===== src/core/drm_pkg.sv =====
// package for the descriptor ring manager: register map, descriptor layout, states
// assumes a 32-bit apb slave and a 32-bit descriptor memory port on one clock
// Functional notes
// - completed pointer holds address of the last fully finished descriptor.
// - engine next pointer holds address of the descriptor processed next.
// - host writes the software tail pointer; engine stops at it.
// - host and engine each touch only descriptors they currently own.
// - on finish, engine writes completion, first and last flags into descriptor.
// - packets may span one descriptor or several consecutive descriptors.
// - card-to-host direction reports the actual received byte count.
// - engine notifies host of completions, e.g. interrupt on flagged descriptors.
// - user control bits in transmit descriptors are forwarded with the data.
// - descriptors form a fixed circular ring, reused without allocation.
package drm_pkg;
  // register byte offsets
  localparam logic [7:0] REG_CTRL = 8'h00;
  localparam logic [7:0] REG_RING_START = 8'h04;
  localparam logic [7:0] REG_RING_END = 8'h08;
  localparam logic [7:0] REG_NEXT = 8'h0c;
  localparam logic [7:0] REG_TAIL = 8'h10;
  localparam logic [7:0] REG_COMPLETED = 8'h14;
  localparam logic [7:0] REG_IRQ_STATUS = 8'h18;
  localparam logic [7:0] REG_IRQ_MASK = 8'h1c;
  localparam logic [7:0] REG_STATE = 8'h20;
  // control register fields
  localparam int CTRL_ENABLE = 0;
  localparam int CTRL_DIR = 1;
  // interrupt status bits
  localparam int IRQ_W = 2;
  localparam int IRQ_DESC = 0;
  localparam int IRQ_PKT = 1;
  // descriptor words: control at +0, status at +4, stride 8 bytes
  localparam logic [31:0] DESC_STRIDE = 32'h0000_0008;
  localparam logic [31:0] DESC_STAT_OFS = 32'h0000_0004;
  // control word fields
  localparam int DC_FIRST = 0;
  localparam int DC_LAST = 1;
  localparam int DC_IRQ = 2;
  localparam int DC_USER_LO = 8;
  localparam int DC_LEN_LO = 16;
  // status word fields
  localparam int DS_DONE = 0;
  localparam int DS_FIRST = 1;
  localparam int DS_LAST = 2;
  localparam int DS_USER_LO = 8;
  localparam int DS_CNT_LO = 16;
  // reset values
  localparam logic [31:0] RST_WORD = 32'h0000_0000;
  localparam logic [1:0] RST_CTRL = 2'h0;
  typedef enum logic [2:0] {
    ST_IDLE = 3'b000,
    ST_FETCH = 3'b001,
    ST_XFER = 3'b010,
    ST_STAT = 3'b011
  } drm_state_e;
endpackage


===== src/core/drm_irq.sv =====
// sticky interrupt status with mask and one level output
// assumes event pulses and write strobes from logic on the same clock
`timescale 1ns/1ps
`default_nettype none
module drm_irq #(
  parameter int W = 2
) (
  input wire logic clk_i, // system clock
  input wire logic rst_i, // async reset, high
  input wire logic [W-1:0] ev_i, // event pulses
  input wire logic clr_we_i, // status write strobe
  input wire logic mask_we_i, // mask write strobe
  input wire logic [W-1:0] wdata_i, // write data
  output logic [W-1:0] status_o, // sticky status
  output logic [W-1:0] mask_o, // enable mask
  output logic irq_o // level interrupt
);
  logic [W-1:0] status_r, status_nxt, mask_r, mask_nxt;
  logic irq_r, irq_nxt;

  // set beats clear so a same-cycle event is never lost
  always_comb begin
    status_nxt = status_r;
    mask_nxt = mask_r;
    if (clr_we_i) begin
      status_nxt = status_r & ~wdata_i;
    end
    status_nxt = status_nxt | ev_i;
    if (mask_we_i) begin
      mask_nxt = wdata_i;
    end
    irq_nxt = |(status_nxt & mask_nxt);
  end

  // registers only
  always_ff @(posedge clk_i or posedge rst_i) begin
    if (rst_i) begin
      status_r <= '0;
      mask_r <= '0;
      irq_r <= 1'b0;
    end else begin
      status_r <= status_nxt;
      mask_r <= mask_nxt;
      irq_r <= irq_nxt;
    end
  end

  assign status_o = status_r;
  assign mask_o = mask_r;
  assign irq_o = irq_r;
endmodule
`default_nettype wire


===== src/core/drm_engine.sv =====
// descriptor ring engine for one dma channel with apb registers
// assumes descriptor memory answers mem_ack_i one pulse per held request,
// and stream partners on the same clock
`timescale 1ns/1ps
`default_nettype none
module drm_engine #(
  parameter int LEN_W = 16,
  parameter int USER_W = 8
) (
  input wire logic clk_i, // system clock 20 mhz
  input wire logic rst_i, // async reset, high
  input wire logic psel, // apb select
  input wire logic penable, // apb enable
  input wire logic pwrite, // apb direction
  input wire logic [7:0] paddr, // apb byte address
  input wire logic [31:0] pwdata, // apb write data
  output logic [31:0] prdata, // apb read data
  output logic pready, // apb ready
  output logic pslverr, // apb error, unmapped
  output logic mem_req_o, // descriptor access request
  output logic mem_we_o, // descriptor write
  output logic [31:0] mem_addr_o, // descriptor byte address
  output logic [31:0] mem_wdata_o, // descriptor write data
  input wire logic [31:0] mem_rdata_i, // descriptor read data
  input wire logic mem_ack_i, // access done pulse
  output logic tx_valid_o, // host-to-card fragment valid
  output logic tx_first_o, // fragment opens packet
  output logic tx_last_o, // fragment closes packet
  output logic [USER_W-1:0] tx_user_o, // forwarded user control
  output logic [LEN_W-1:0] tx_len_o, // fragment length in bytes
  input wire logic tx_ready_i, // data side took fragment
  input wire logic rx_valid_i, // card-to-host fragment valid
  input wire logic rx_first_i, // fragment opens packet
  input wire logic rx_last_i, // fragment closes packet
  input wire logic [USER_W-1:0] rx_user_i, // user status
  input wire logic [LEN_W-1:0] rx_len_i, // bytes actually received
  output logic rx_ready_o, // buffer available
  output logic irq_o // level interrupt
);
  localparam int PAD_W = 32 - LEN_W - USER_W - 8;

  drm_pkg::drm_state_e st_r, st_nxt;
  logic [1:0] ctrl_r, ctrl_nxt;
  logic [31:0] start_r, start_nxt, end_r, end_nxt;
  logic [31:0] next_r, next_nxt, tail_r, tail_nxt, done_r, done_nxt;
  logic [31:0] desc_r, desc_nxt, wrap_ptr;
  logic [31:0] prdata_r, prdata_nxt;
  logic pready_r, pready_nxt, pslverr_r, pslverr_nxt;
  logic req_r, req_nxt, we_r, we_nxt;
  logic [31:0] addr_r, addr_nxt, wdata_r, wdata_nxt;
  logic txv_r, txv_nxt, txf_r, txf_nxt, txl_r, txl_nxt;
  logic [USER_W-1:0] txu_r, txu_nxt;
  logic [LEN_W-1:0] txn_r, txn_nxt;
  logic rxr_r, rxr_nxt;
  logic acc, wr, clr_we, mask_we, enable, dir_rx;
  logic [drm_pkg::IRQ_W-1:0] ev, irq_status, irq_mask;

  assign acc = psel & penable;
  assign wr = acc & pready_r & pwrite;
  assign enable = ctrl_r[drm_pkg::CTRL_ENABLE];
  assign dir_rx = ctrl_r[drm_pkg::CTRL_DIR];
  assign clr_we = wr && (paddr == drm_pkg::REG_IRQ_STATUS);
  assign mask_we = wr && (paddr == drm_pkg::REG_IRQ_MASK);

  assign wrap_ptr = (next_r == end_r) ? start_r : next_r + drm_pkg::DESC_STRIDE;

  // interrupt events fire when the status write of a descriptor lands
  // completion notify
  always_comb begin
    ev = '0;
    if (st_r == drm_pkg::ST_STAT && mem_ack_i) begin
      ev[drm_pkg::IRQ_DESC] = desc_r[drm_pkg::DC_IRQ];
      ev[drm_pkg::IRQ_PKT] = wdata_r[drm_pkg::DS_LAST];
    end
  end

  drm_irq #(
    .W(drm_pkg::IRQ_W)
  ) u_irq (
    .clk_i(clk_i),
    .rst_i(rst_i),
    .ev_i(ev),
    .clr_we_i(clr_we),
    .mask_we_i(mask_we),
    .wdata_i(pwdata[drm_pkg::IRQ_W-1:0]),
    .status_o(irq_status),
    .mask_o(irq_mask),
    .irq_o(irq_o)
  );

  // next values for bus slave, ring pointers and descriptor walker
  always_comb begin
    st_nxt = st_r;
    ctrl_nxt = ctrl_r;
    start_nxt = start_r;
    end_nxt = end_r;
    next_nxt = next_r;
    tail_nxt = tail_r;
    done_nxt = done_r;
    desc_nxt = desc_r;
    prdata_nxt = prdata_r;
    pslverr_nxt = pslverr_r;
    req_nxt = req_r;
    we_nxt = we_r;
    addr_nxt = addr_r;
    wdata_nxt = wdata_r;
    txv_nxt = txv_r;
    txf_nxt = txf_r;
    txl_nxt = txl_r;
    txu_nxt = txu_r;
    txn_nxt = txn_r;
    rxr_nxt = rxr_r;
    // one wait state: ready rises on the second access cycle
    pready_nxt = acc & ~pready_r;
    if (acc && !pready_r) begin
      prdata_nxt = drm_pkg::RST_WORD;
      pslverr_nxt = 1'b0;
      if (paddr == drm_pkg::REG_CTRL) begin
        prdata_nxt = {30'h0, ctrl_r};
      end else if (paddr == drm_pkg::REG_RING_START) begin
        prdata_nxt = start_r;
      end else if (paddr == drm_pkg::REG_RING_END) begin
        prdata_nxt = end_r;
      end else if (paddr == drm_pkg::REG_NEXT) begin
        prdata_nxt = next_r;
      end else if (paddr == drm_pkg::REG_TAIL) begin
        prdata_nxt = tail_r;
      end else if (paddr == drm_pkg::REG_COMPLETED) begin
        prdata_nxt = done_r;
      end else if (paddr == drm_pkg::REG_IRQ_STATUS) begin
        prdata_nxt = {30'h0, irq_status};
      end else if (paddr == drm_pkg::REG_IRQ_MASK) begin
        prdata_nxt = {30'h0, irq_mask};
      end else if (paddr == drm_pkg::REG_STATE) begin
        prdata_nxt = {29'h0, st_r};
      end else begin
        pslverr_nxt = 1'b1;
      end
    end
    // register writes; next and completed pointer writes only while enable is clear, and a completed write clears it to zero
    if (wr) begin
      if (paddr == drm_pkg::REG_CTRL) begin
        ctrl_nxt = pwdata[1:0];
      end else if (paddr == drm_pkg::REG_RING_START) begin
        start_nxt = pwdata;
      end else if (paddr == drm_pkg::REG_RING_END) begin
        end_nxt = pwdata;
      end else if (paddr == drm_pkg::REG_NEXT && !enable) begin
        next_nxt = pwdata;
      end else if (paddr == drm_pkg::REG_TAIL) begin
        tail_nxt = pwdata;
      end else if (paddr == drm_pkg::REG_COMPLETED && !enable) begin
        done_nxt = drm_pkg::RST_WORD;
      end
    end
    case (st_r)
      drm_pkg::ST_IDLE: begin
        if (enable && next_r != tail_r) begin
          req_nxt = 1'b1;
          we_nxt = 1'b0;
          addr_nxt = next_r;
          st_nxt = drm_pkg::ST_FETCH;
        end
      end
      drm_pkg::ST_FETCH: begin
        if (mem_ack_i) begin
          req_nxt = 1'b0;
          desc_nxt = mem_rdata_i;
          st_nxt = drm_pkg::ST_XFER;
          if (dir_rx) begin
            rxr_nxt = 1'b1;
          end else begin
            txv_nxt = 1'b1;
            txf_nxt = mem_rdata_i[drm_pkg::DC_FIRST];
            txl_nxt = mem_rdata_i[drm_pkg::DC_LAST];
            txu_nxt = mem_rdata_i[drm_pkg::DC_USER_LO +: USER_W];
            txn_nxt = mem_rdata_i[drm_pkg::DC_LEN_LO +: LEN_W];
          end
        end
      end
      drm_pkg::ST_XFER: begin
        if (!dir_rx && txv_r && tx_ready_i) begin
          txv_nxt = 1'b0;
          wdata_nxt = {txn_r, txu_r, {PAD_W{1'b0}}, 5'h0, txl_r, txf_r, 1'b1};
          req_nxt = 1'b1;
          we_nxt = 1'b1;
          addr_nxt = next_r + drm_pkg::DESC_STAT_OFS;
          st_nxt = drm_pkg::ST_STAT;
        end else if (dir_rx && rxr_r && rx_valid_i) begin
          rxr_nxt = 1'b0;
          wdata_nxt = {rx_len_i, rx_user_i, {PAD_W{1'b0}}, 5'h0, rx_last_i,
                       rx_first_i, 1'b1};
          req_nxt = 1'b1;
          we_nxt = 1'b1;
          addr_nxt = next_r + drm_pkg::DESC_STAT_OFS;
          st_nxt = drm_pkg::ST_STAT;
        end
      end
      drm_pkg::ST_STAT: begin
        if (mem_ack_i) begin
          req_nxt = 1'b0;
          we_nxt = 1'b0;
          done_nxt = next_r;
          next_nxt = wrap_ptr;
          st_nxt = drm_pkg::ST_IDLE;
        end
      end
      default: begin
        st_nxt = drm_pkg::ST_IDLE;
      end
    endcase
  end

  // registers only
  always_ff @(posedge clk_i or posedge rst_i) begin
    if (rst_i) begin
      st_r <= drm_pkg::ST_IDLE;
      ctrl_r <= drm_pkg::RST_CTRL;
      start_r <= drm_pkg::RST_WORD;
      end_r <= drm_pkg::RST_WORD;
      next_r <= drm_pkg::RST_WORD;
      tail_r <= drm_pkg::RST_WORD;
      done_r <= drm_pkg::RST_WORD;
      desc_r <= drm_pkg::RST_WORD;
      prdata_r <= drm_pkg::RST_WORD;
      pready_r <= 1'b0;
      pslverr_r <= 1'b0;
      req_r <= 1'b0;
      we_r <= 1'b0;
      addr_r <= drm_pkg::RST_WORD;
      wdata_r <= drm_pkg::RST_WORD;
      txv_r <= 1'b0;
      txf_r <= 1'b0;
      txl_r <= 1'b0;
      txu_r <= '0;
      txn_r <= '0;
      rxr_r <= 1'b0;
    end else begin
      st_r <= st_nxt;
      ctrl_r <= ctrl_nxt;
      start_r <= start_nxt;
      end_r <= end_nxt;
      next_r <= next_nxt;
      tail_r <= tail_nxt;
      done_r <= done_nxt;
      desc_r <= desc_nxt;
      prdata_r <= prdata_nxt;
      pready_r <= pready_nxt;
      pslverr_r <= pslverr_nxt;
      req_r <= req_nxt;
      we_r <= we_nxt;
      addr_r <= addr_nxt;
      wdata_r <= wdata_nxt;
      txv_r <= txv_nxt;
      txf_r <= txf_nxt;
      txl_r <= txl_nxt;
      txu_r <= txu_nxt;
      txn_r <= txn_nxt;
      rxr_r <= rxr_nxt;
    end
  end

  // outputs straight from flops
  assign prdata = prdata_r;
  assign pready = pready_r;
  assign pslverr = pslverr_r;
  assign mem_req_o = req_r;
  assign mem_we_o = we_r;
  assign mem_addr_o = addr_r;
  assign mem_wdata_o = wdata_r;
  assign tx_valid_o = txv_r;
  assign tx_first_o = txf_r;
  assign tx_last_o = txl_r;
  assign tx_user_o = txu_r;
  assign tx_len_o = txn_r;
  assign rx_ready_o = rxr_r;
endmodule
`default_nettype wire


===== config.mk =====
export PLATFORM = sky130hd
export DESIGN_NAME = drm_engine
export DESIGN_NICKNAME = d
export VERILOG_FILES = /design/src/core/drm_pkg.sv /design/src/core/drm_irq.sv /design/src/core/drm_engine.sv
export SDC_FILE = /design/constraint.sdc
export NUM_CORES = 1
export LEC_CHECK = 0
export BUFFER_PORTS_ARGS = -buffer_cell sky130_fd_sc_hd__buf_2
export CAP_MARGIN = 20
export CORE_UTILIZATION = 50
export CTS_BUF_LIST = sky130_fd_sc_hd__clkbuf_4 sky130_fd_sc_hd__clkbuf_8
export CTS_CLUSTER_DIAMETER = 200
export CTS_CLUSTER_SIZE = 25
export DETAILED_ROUTE_END_ITERATION = 6
export PLACE_DENSITY_LB_ADDON = 0.08
export SLEW_MARGIN = 20
export SYNTH_ARGS = -nofsm -noshare
export SYNTH_HDL_FRONTEND = slang
export SYNTH_SLANG_ARGS = --single-unit
export TNS_END_PERCENT = 30

===== constraint.sdc =====
create_clock -name clk_i -period 10.62 [get_ports clk_i]
set_clock_uncertainty 0.15 [all_clocks]
set_input_delay 0.531 -clock clk_i [delete_from_list [all_inputs] [get_ports clk_i]]
set_output_delay 0.531 -clock clk_i [all_outputs]
set_load 0.01 [all_outputs]

* After elaboration in Yosys (flattened, before gate mapping)
Cells that the tools add are included.
** Cells by class
- Add/sub/neg operators :: 2
- Eq/ne operators :: 23
- Multiplexer cells :: 66
- Bitwise gates (word level) :: 14
- Reductions and logical operators :: 36
** Operators with widths (number)
- 32-bit two-way mux :: 28
- 32-bit case mux with 2 select lines :: 1
- 32-bit by 3-bit adder with 32-bit output (second input constant) :: 1
- 32-bit by 4-bit adder with 32-bit output (second input constant) :: 1
- 32-bit == test :: 1
- 8-bit by 5-bit == test with 1-bit output (second input constant) :: 4
- 32-bit inequality test :: 1
- 3-bit two-way mux :: 8
- 1-bit two-way mux :: 21
- 4-bit AND reduction :: 5
- 8-bit by 4-bit == test with 1-bit output (second input constant) :: 2
- 2-bit inequality test (second input constant) :: 8
- 3-bit case mux with 4 select lines :: 1
- 1-bit logical AND :: 11
- 3-bit AND reduction :: 3
- 8-bit by 3-bit == test with 1-bit output (second input constant) :: 1
- 8-bit by 6-bit == test with 1-bit output (second input constant) :: 1
- 8-bit logical NOT :: 1
- 3-bit by 2-bit == test with 1-bit output (second input constant) :: 2
- 2-bit two-way mux :: 3
- 1-bit NOT :: 6
- 1-bit case mux with 3 select lines :: 2
- 2-bit AND reduction :: 3
- 6-bit AND reduction :: 1
- 14 further kinds :: 25
** Word-level totals
- Bits in registers :: 301
- Bits of input ports :: 106
- Output and inout port bits :: 129

* Longest topological paths before layout
Gate-level depths: netlist (run 1).
- Depth in word-level cells :: 11
- Gate-level depth with buffers :: 9
- Gate-level depth less buffers :: 8

* By module
A second synthesis (run 1) with hierarchy kept.
** Second synthesis, totals
- Cell total of the unflattened synthesis :: 1357
- Area, all modules :: 14918.1 um^2
** By module, submodules not included
- drm_engine :: times used 1, cells each 1344, area each 14727.9 um^2, sequential area each 7206.9 um^2
- drm_irq :: times used 1, cells each 13, area each 190.2 um^2, sequential area each 125.1 um^2

* Worst setup path before layout (run 1)
No wires, ideal clock.
- Kind :: reg2reg
- From :: reg st_r[0]
- To :: reg addr_r[27] (netlist: mem_addr_o[27])
- Arrival :: 2.302 ns
- Slack :: 8.040 ns
- Stages on the path, launching flop included :: 10
- Path buffers :: 1
- Period minus slack after synthesis :: 2.580 ns
- Cells stage by stage :: dfrtp_1 > inv_1 > ha_1 > and2_1 > nand4_1 > or2_1 > buf_6 > or4_4 > xnor2_1 > mux2_1
** On the way
- Longest elaborated chain between the ends :: 3
- Elaborated cells between the ends (all ways) :: 7
- Classes of those cells :: eq/ne: 3; mux: 1; reduce/logical: 3
** RTL lines
- from (decl) :: RTL line drm_engine.sv:42 : drm_pkg::drm_state_e st_r, st_nxt;
- from (signal assigned) :: RTL line drm_engine.sv:217 : st_r <= drm_pkg::ST_IDLE;
- from (signal assigned) :: RTL line drm_engine.sv:239 : st_r <= st_nxt;
- 3-bit by 2-bit == test with 1-bit output or 3-bit logical NOT (tied branches) :: RTL line drm_engine.sv:156 : case (st_r)
- 3-bit inequality test (no line) (tied with other cells)
- 3-bit AND reduction (no line)
- to (signal assigned) :: RTL line drm_engine.sv:230 : addr_r <= drm_pkg::RST_WORD;
- to (signal assigned) :: RTL line drm_engine.sv:252 : addr_r <= addr_nxt;
- to (decl) :: RTL line drm_engine.sv:50 : logic [31:0] addr_r, addr_nxt, wdata_r, wdata_nxt;
Parallel ways exist; a longest one is shown, timed or not.
A chain may end at the register's enable or synchronous reset.

* Worst setup path after layout (run 1)
- From :: reg next_r[24]
- To :: reg next_r[1]
** On the way
- Longest elaborated chain between the ends :: 4
** RTL lines
- from (decl) :: RTL line drm_engine.sv:45 : logic [31:0] next_r, next_nxt, tail_r, tail_nxt, done_r, done_nxt;
- from (signal assigned) :: RTL line drm_engine.sv:221 : next_r <= drm_pkg::RST_WORD;
- from (signal assigned) :: RTL line drm_engine.sv:243 : next_r <= next_nxt;
- 32-bit == test :: RTL line drm_engine.sv:65 : assign wrap_ptr = (next_r == end_r) ? start_r : next_r + drm_pkg::DESC_STRIDE;
- 32-bit two-way mux :: RTL line drm_engine.sv:65
- 32-bit two-way mux :: RTL line drm_engine.sv:200 : if (mem_ack_i) begin
- 32-bit two-way mux :: RTL line drm_engine.sv:156
No other way between the ends.

==> results of run 1 <==
==> worst register-to-register path, cell delays in order, from the launching register on <==
cell,delay [ns]
dfrtp_1,0.60
xnor2_1,0.35
nand4_1,0.20
nor4_2,0.89
nand2_2,0.43
buf_4,0.40
o211a_1,0.28
a221o_1,0.26
==> cells in the final DEF (no fill, tap or decap), types with 19 or more instances in the layout <==
cell and n:
a21oi_1 58, nor2b_1 19, inv_1 38, buf_2 224, o21ai_0 54, nand2_1 94, a221oi_1 61, a22o_1 31
nand4_1 28, dfrtp_1 293, mux2_2 160, buf_4 20, mux2i_1 58, xnor2_1 93, xor2_1 26, nand2b_1 32
o31ai_1 33, nor2_1 29
==> cell families after synthesis <==
group | count (synthesis) | synth area share, %
AO/OA/AOI/OAI | 273 | 12.7
other | 1 | 0.0250
buffers and inverters | 157 | 4.66
AND/OR/NAND/NOR | 285 | 10.1
XOR/XNOR | 119 | 6.95
flip-flops | 293 | 48.9
adder cells (fa/ha/maj) | 6 | 0.500
multiplexers | 222 | 16.2
==> per-layer routing <==
layer / up-vias / share of wire (%)
met3: 55 / 6.4
met1: 5551 / 45
li1: 5135 / -
met2: 377 / 47
met4: 2 / 2.1
met5: - / 0.041
==> state kept, by name, summed over array words and instances, names as in the netlist, 2 cells and up <==
| signal | cells |
|---|---|
| next_r | 32 |
| mem_wdata_o | 27 |
| tail_r | 32 |
| u_irq.mask_o | 2 |
| prdata | 32 |
| done_r | 32 |
| tx_len_o | 16 |
| tx_user_o | 8 |
| ctrl_r | 2 |
| start_r | 32 |
| end_r | 32 |
| mem_addr_o | 32 |
| u_irq.status_o | 2 |
| st_r | 2 |
==> stage by stage <==
stage               util, %  hold WS [ns]
floorplan                 -         0.300
global route           55.9        0.0193
detailed placement     55.1         0.297
global placement       55.1         0.302
finish                 55.9        0.0433
CTS                    55.9        0.0183
==> where the power goes <==
part           switching (mW)  internal (mW)
clock network           0.349          0.132
logic                   0.598          0.511
registers               0.251           1.35
==> layout make-up <==
type / count / area [um2] / share of cell area [%]
multi-input cells: 910 / 7040 / 42.6
inverters: 39 / 154 / 0.932
repair buffers: 245 / 1280 / 7.76
clock buffers: 15 / 206 / 1.25
well taps: 390 / 488 / 2.96
clock inverters: 1 / 8.76 / 0.0530
flip-flops and latches: 293 / 7330 / 44.4
==> worst paths after layout <==
check	startpoint	end	slack (ns)
worst min register to register	mem_wdata_o[0]	mem_wdata_o[0]	0.34
worst min-delay path	mem_rdata_i[22]	tx_len_o[6]	0.04
worst max-delay path	next_r[24]	next_r[1]	6.95
worst max register to register	next_r[24]	next_r[1]	6.95
max in group asynchronous	rst_i	start_r[13]	8.44
min in group asynchronous	rst_i	end_r[5]	0.49
==> repair_timing <==
item                                    4_1_cts  5_1_grt
hold endpoints to repair                     99        0
endpoints found under the setup margin        0        0
hold buffers                                  1        0
==> impl_metrics.py, run 1 <==
metrics = {
    "outcome": {
        "status": "finished, final reports clean",
    },
    "final_layout": {
        "drive_above_1_share_pct": 29.6,
        "area_growth_pct": 10.1,
        "fill_cells": 2683,
        "fin_cells": 1893,
        "num-nets-final": 1616,
        "antennaDiodeCount": 0,
        "finalInstanceArea_um2": 16500,
    },
    "sta": {
        "slew_viol_final": 0,
        "fin_crit_ns": 3.67,
        "min_period_over_period_pct": 34.5,
        "tightest_slew_ns": 1.06,
        "fmax_mhz": 273,
        "rsz0062_at_grt": "no",
        "slew_headroom_pct": 28.9,
        "setup_tns_ns": 0,
        "setup_ws_ns": 6.95,
        "setup-violations-final": 0,
        "final_hold_viol_count": 0,
    },
    "placed_design": {
        "hpwlAfterDp_um": 27000,
        "io_buffers": 224,
        "gp_congestion": 0.858,
        "dp.cells": 1876,
        "dp_slack_ns": 6.95,
        "post_dp_cell_area_um2": 16300,
    },
    "synth": {
        "synth_warnings": 0,
        "yosys-top-cells-area": "dfrtp_1, mux2_2, xnor2_1, mux2i_1, a221oi_1",
        "async_flop_share_pct": 100,
        "synth_ff_type": "dfrtp_1",
        "syn_area_um2": 15000,
        "synth_most_common_cell": "dfrtp_1",
        "synthCells": 1356,
        "synth_top_area_share_pct": 48.9,
        "synth_area_per_cell_um2": 11.1,
        "synth_common_cells": "dfrtp_1, mux2_2, nand2_1, xnor2_1",
        "ys_seq_elements": 293,
        "seq_area_frac_synth_pct": 48.9,
        "synth_edf_count": 0,
        "synth.distinct_cells": 52,
        "yosysTopAreaCell": "dfrtp_1",
    },
    "grt": {
        "grt_overflow": 0,
        "grtUsageMet2_pct": 44.1,
        "grt_pass1_vias": 11102,
        "use_met1_pct": 38.0,
        "track_usage_pct": 27.1,
        "grt_max_degree": 103,
        "antenna_found_initial": 1,
        "busiest_layer": "met2",
        "met3_usage_pct": 4.24,
        "grt_pass1_wl_um": 64800,
    },
    "power_and_ir_drop": {
        "peakVddDrop_uv": 179,
        "total_power_mw": 3.19,
        "p_per_area_nw_per_um2": 193,
        "p_leak_nw": 7.61,
    },
    "clocking": {
        "cts.repair.resized": 0,
        "cts_sinks": 293,
        "htreeDepth": 1,
        "cts_tree": "done",
        "cts_made_buffers": 15,
        "clock_path_buffers": 3,
        "insertion_delay_ns": 0.56,
        "post_cts_buffers": 0,
        "clkTransAtPathRegs_ns": 0.15,
        "root_buffer": "clkbuf_8",
    },
    "routing": {
        "drtIter0Drc": 789,
        "wire_per_inst_um": 21.8,
        "postRouteAntennaNets": 0,
        "routed_via_density": 5.87,
        "drt-total-wl_um": 41300,
        "vias": 11120,
        "drc": 0,
        "dr.pass1.iters": 5,
    },
    "critical_path": {
        "path_buf_inv": 1,
        "cp-end-kind": "register",
        "crit_path_max_incr_delay_ns": 0.89,
        "critPathKind": "register to register",
        "crit_chain": "xnor2_1 -> nand4_1 -> nor4_2 -> nand2_2 -> buf_4 -> o211a_1 -> a221o_1",
        "cp_data_required_time_ns": 10.91,
        "arrival_ns": 3.96,
        "cp-start-kind": "register",
        "crit_fanout": 22,
        "slowest_stage": "nor4_2",
        "crit_cells": 7,
        "worstRegToRegCells": 7,
        "path_delay_family": "simple AND/OR/NAND/NOR gates",
    },
    "floorplanning": {
        "initial_core_util_pct": 50.8,
        "dieArea_um2": 30700,
        "die_h_um": 175,
        "core_area_um2": 29600,
        "fp.dieW_um": 175,
        "num_rows": 63,
        "ios": 235,
    },
    "hold_path": {
        "min_path_type": "input pin to register",
        "hold_depth": 2,
    },
    "run": {
        "drv_cap": 0,
    },
}
(Power assumes the default switching activity.)
==> inputs of run 2 (changes only) <==
clock period = 3.74 ns   (was 10.62 ns; I/O delays follow)
==> run 2 against run 1 <==
Net effect: worst setup slack got worse by 6.3 ns; utilization rose by 3.9 points; sequential power rose to 2.8 times the previous value; worst hold slack improved by 0.024 ns; via count rose by 6.3%; maximum frequency rose by 18%; critical path type unchanged; largest power group unchanged.
==> impl_metrics.py, run 2 (synthesized netlist as in run 1, its figures left out) <==
metrics = {
    "placed_design": {
        "gp_congestion": 0.874,
        "hpwlAfterDp_um": 28500,
        "io_buffers": 224,
        "post_dp_cell_area_um2": 16500,
    },
    "grt": {
        "grt_pass1_wl_um": 69200,
        "grt_pass1_vias": 11952,
        "grt_max_degree": 104,
        "grt_overflow": 0,
        "track_usage_pct": 29.0,
        "antenna_found_initial": 0,
    },
    "routing": {
        "dr.pass1.iters": 6,
        "drc": 0,
        "wire_per_inst_um": 21.9,
        "postRouteAntennaNets": 0,
        "drtIter0Drc": 905,
        "drt-total-wl_um": 44100,
        "vias": 11820,
        "routed_via_density": 5.88,
    },
    "sta": {
        "tightest_slew_ns": 1.09,
        "final_hold_viol_count": 0,
        "fin_crit_ns": 3.11,
        "setup_tns_ns": 0,
        "min_period_over_period_pct": 83.2,
        "slew_viol_final": 0,
        "setup-violations-final": 0,
        "rsz0062_at_grt": "no",
        "fmax_mhz": 321,
        "worst_hold_slack_ns": 0.0675,
        "slew_headroom_pct": 26.9,
    },
    "final_layout": {
        "layout_common_cells": "dfrtp_1, buf_2, mux2_2",
        "area_growth_pct": 17.8,
        "layout_commonest_cell": "dfrtp_1",
        "num-nets-final": 1734,
        "fin_util_pct": 59.8,
        "drive_above_1_share_pct": 28.9,
        "antennaDiodeCount": 0,
        "finalInstanceArea_um2": 17700,
    },
    "critical_path": {
        "arrival_ns": 3.41,
        "cp-end-kind": "register",
        "r2r_end": "mem_addr_o[12]",
        "cp_data_required_time_ns": 4.04,
        "startpoint": "next_r[17]",
        "crit-reg2reg-launch": "next_r[17]",
        "crit_path_end": "mem_addr_o[12]",
        "cp-start-kind": "register",
        "crit_fanout": 32,
        "critPathKind": "register to register",
        "r2r_setup_slack_ns": 0.63,
        "worstRegToRegCells": 6,
    },
    "clocking": {
        "cts_made_buffers": 15,
        "root_buffer": "clkbuf_8",
        "insertion_delay_ns": 0.57,
        "cts_tree": "done",
        "clock_path_buffers": 3,
        "cts_sinks": 293,
        "clkTransAtPathRegs_ns": 0.15,
        "htreeDepth": 1,
        "cts.repair.resized": 0,
    },
    "power_and_ir_drop": {
        "p_per_area_nw_per_um2": 525,
        "peakVddDrop_uv": 507,
        "p_leak_nw": 8.13,
        "total_power_mw": 9.27,
    },
    "floorplanning": {
        "core_area_um2": 29600,
        "num_rows": 63,
        "initial_core_util_pct": 50.8,
        "fp.dieW_um": 175,
        "ios": 235,
        "dieArea_um2": 30700,
        "die_h_um": 175,
    },
    "hold_path": {
        "min_path_type": "input pin to register",
    },
    "run": {
        "drv_cap": 0,
    },
    "outcome": {
        "status": "finished, final reports clean",
    },
}
[run 2: cell type report]
class / instances / area [um2]
Sequential cell: 293 / 7330
Clock inverter: 1 / 8.76
Tap cell: 390 / 488
Inverter: 39 / 150
Timing Repair Buffer: 363 / 2450
Multi-Input combinational cell: 910 / 7030
Clock buffer: 15 / 206
Fill cell: 2568 / 11900
[run 2: metrics by stage]
| stage | instances | worst slack [ns] |
|---|---|---|
| final | 2011 | 0.629 |
| after global routing | 2011 | 0.445 |
| after CTS | 2011 | 0.595 |
| after detailed placement | 1901 | 0.623 |
| after global placement | 1901 | 0.661 |
| after floorplan | 1360 | -0.486 |
[run 2: power breakdown]
group	internal (mW)	leakage [nW]	switching (mW)
logic	1.58	4.25	1.86
registers	3.83	3.77	0.630
clock network	0.376	0.112	0.998
[run 2: critical path: stages (launching register included)]
cell and delay, ns:
dfrtp_1 0.63, xnor2_1 0.17, nand4_1 0.21, nor4_1 0.09
a21oi_1 0.40, a31o_2 0.88, mux2_2 0.42
[run 2: how the worst min path moves through the flow]
| stage | startpoint | end | slack [ns] | cells past startpoint |
|---|---|---|---|---|
| after detailed placement | rst_i | mem_we_o | 0.19 | 2 |
| after CTS | paddr[6] | pslverr | 0.04 | 4 |
| after global placement | rst_i | mem_we_o | 0.19 | 2 |
| final | paddr[6] | pslverr | 0.07 | 4 |
| after floorplan | pwdata[3] | start_r[3] | 0.17 | 1 |
| after global routing | paddr[6] | pslverr | 0.07 | 4 |
[run 2: repair_timing]
item | CTS | global route
endpoints found under the hold margin | 216 | 0
setup buffers | 0 | 0
hold buffers | 94 | 0
[run 2: metal layers]
metal	GRT usage (%)	routed length [um]	up-vias	part of all wire (%)
li1	-	-	5366	-
met1	40.6	19500	5945	44
met2	47.3	20800	441	47
met3	4.29	2810	68	6.4
met4	7.43	1030	0	2.3
met5	0	0	-	0
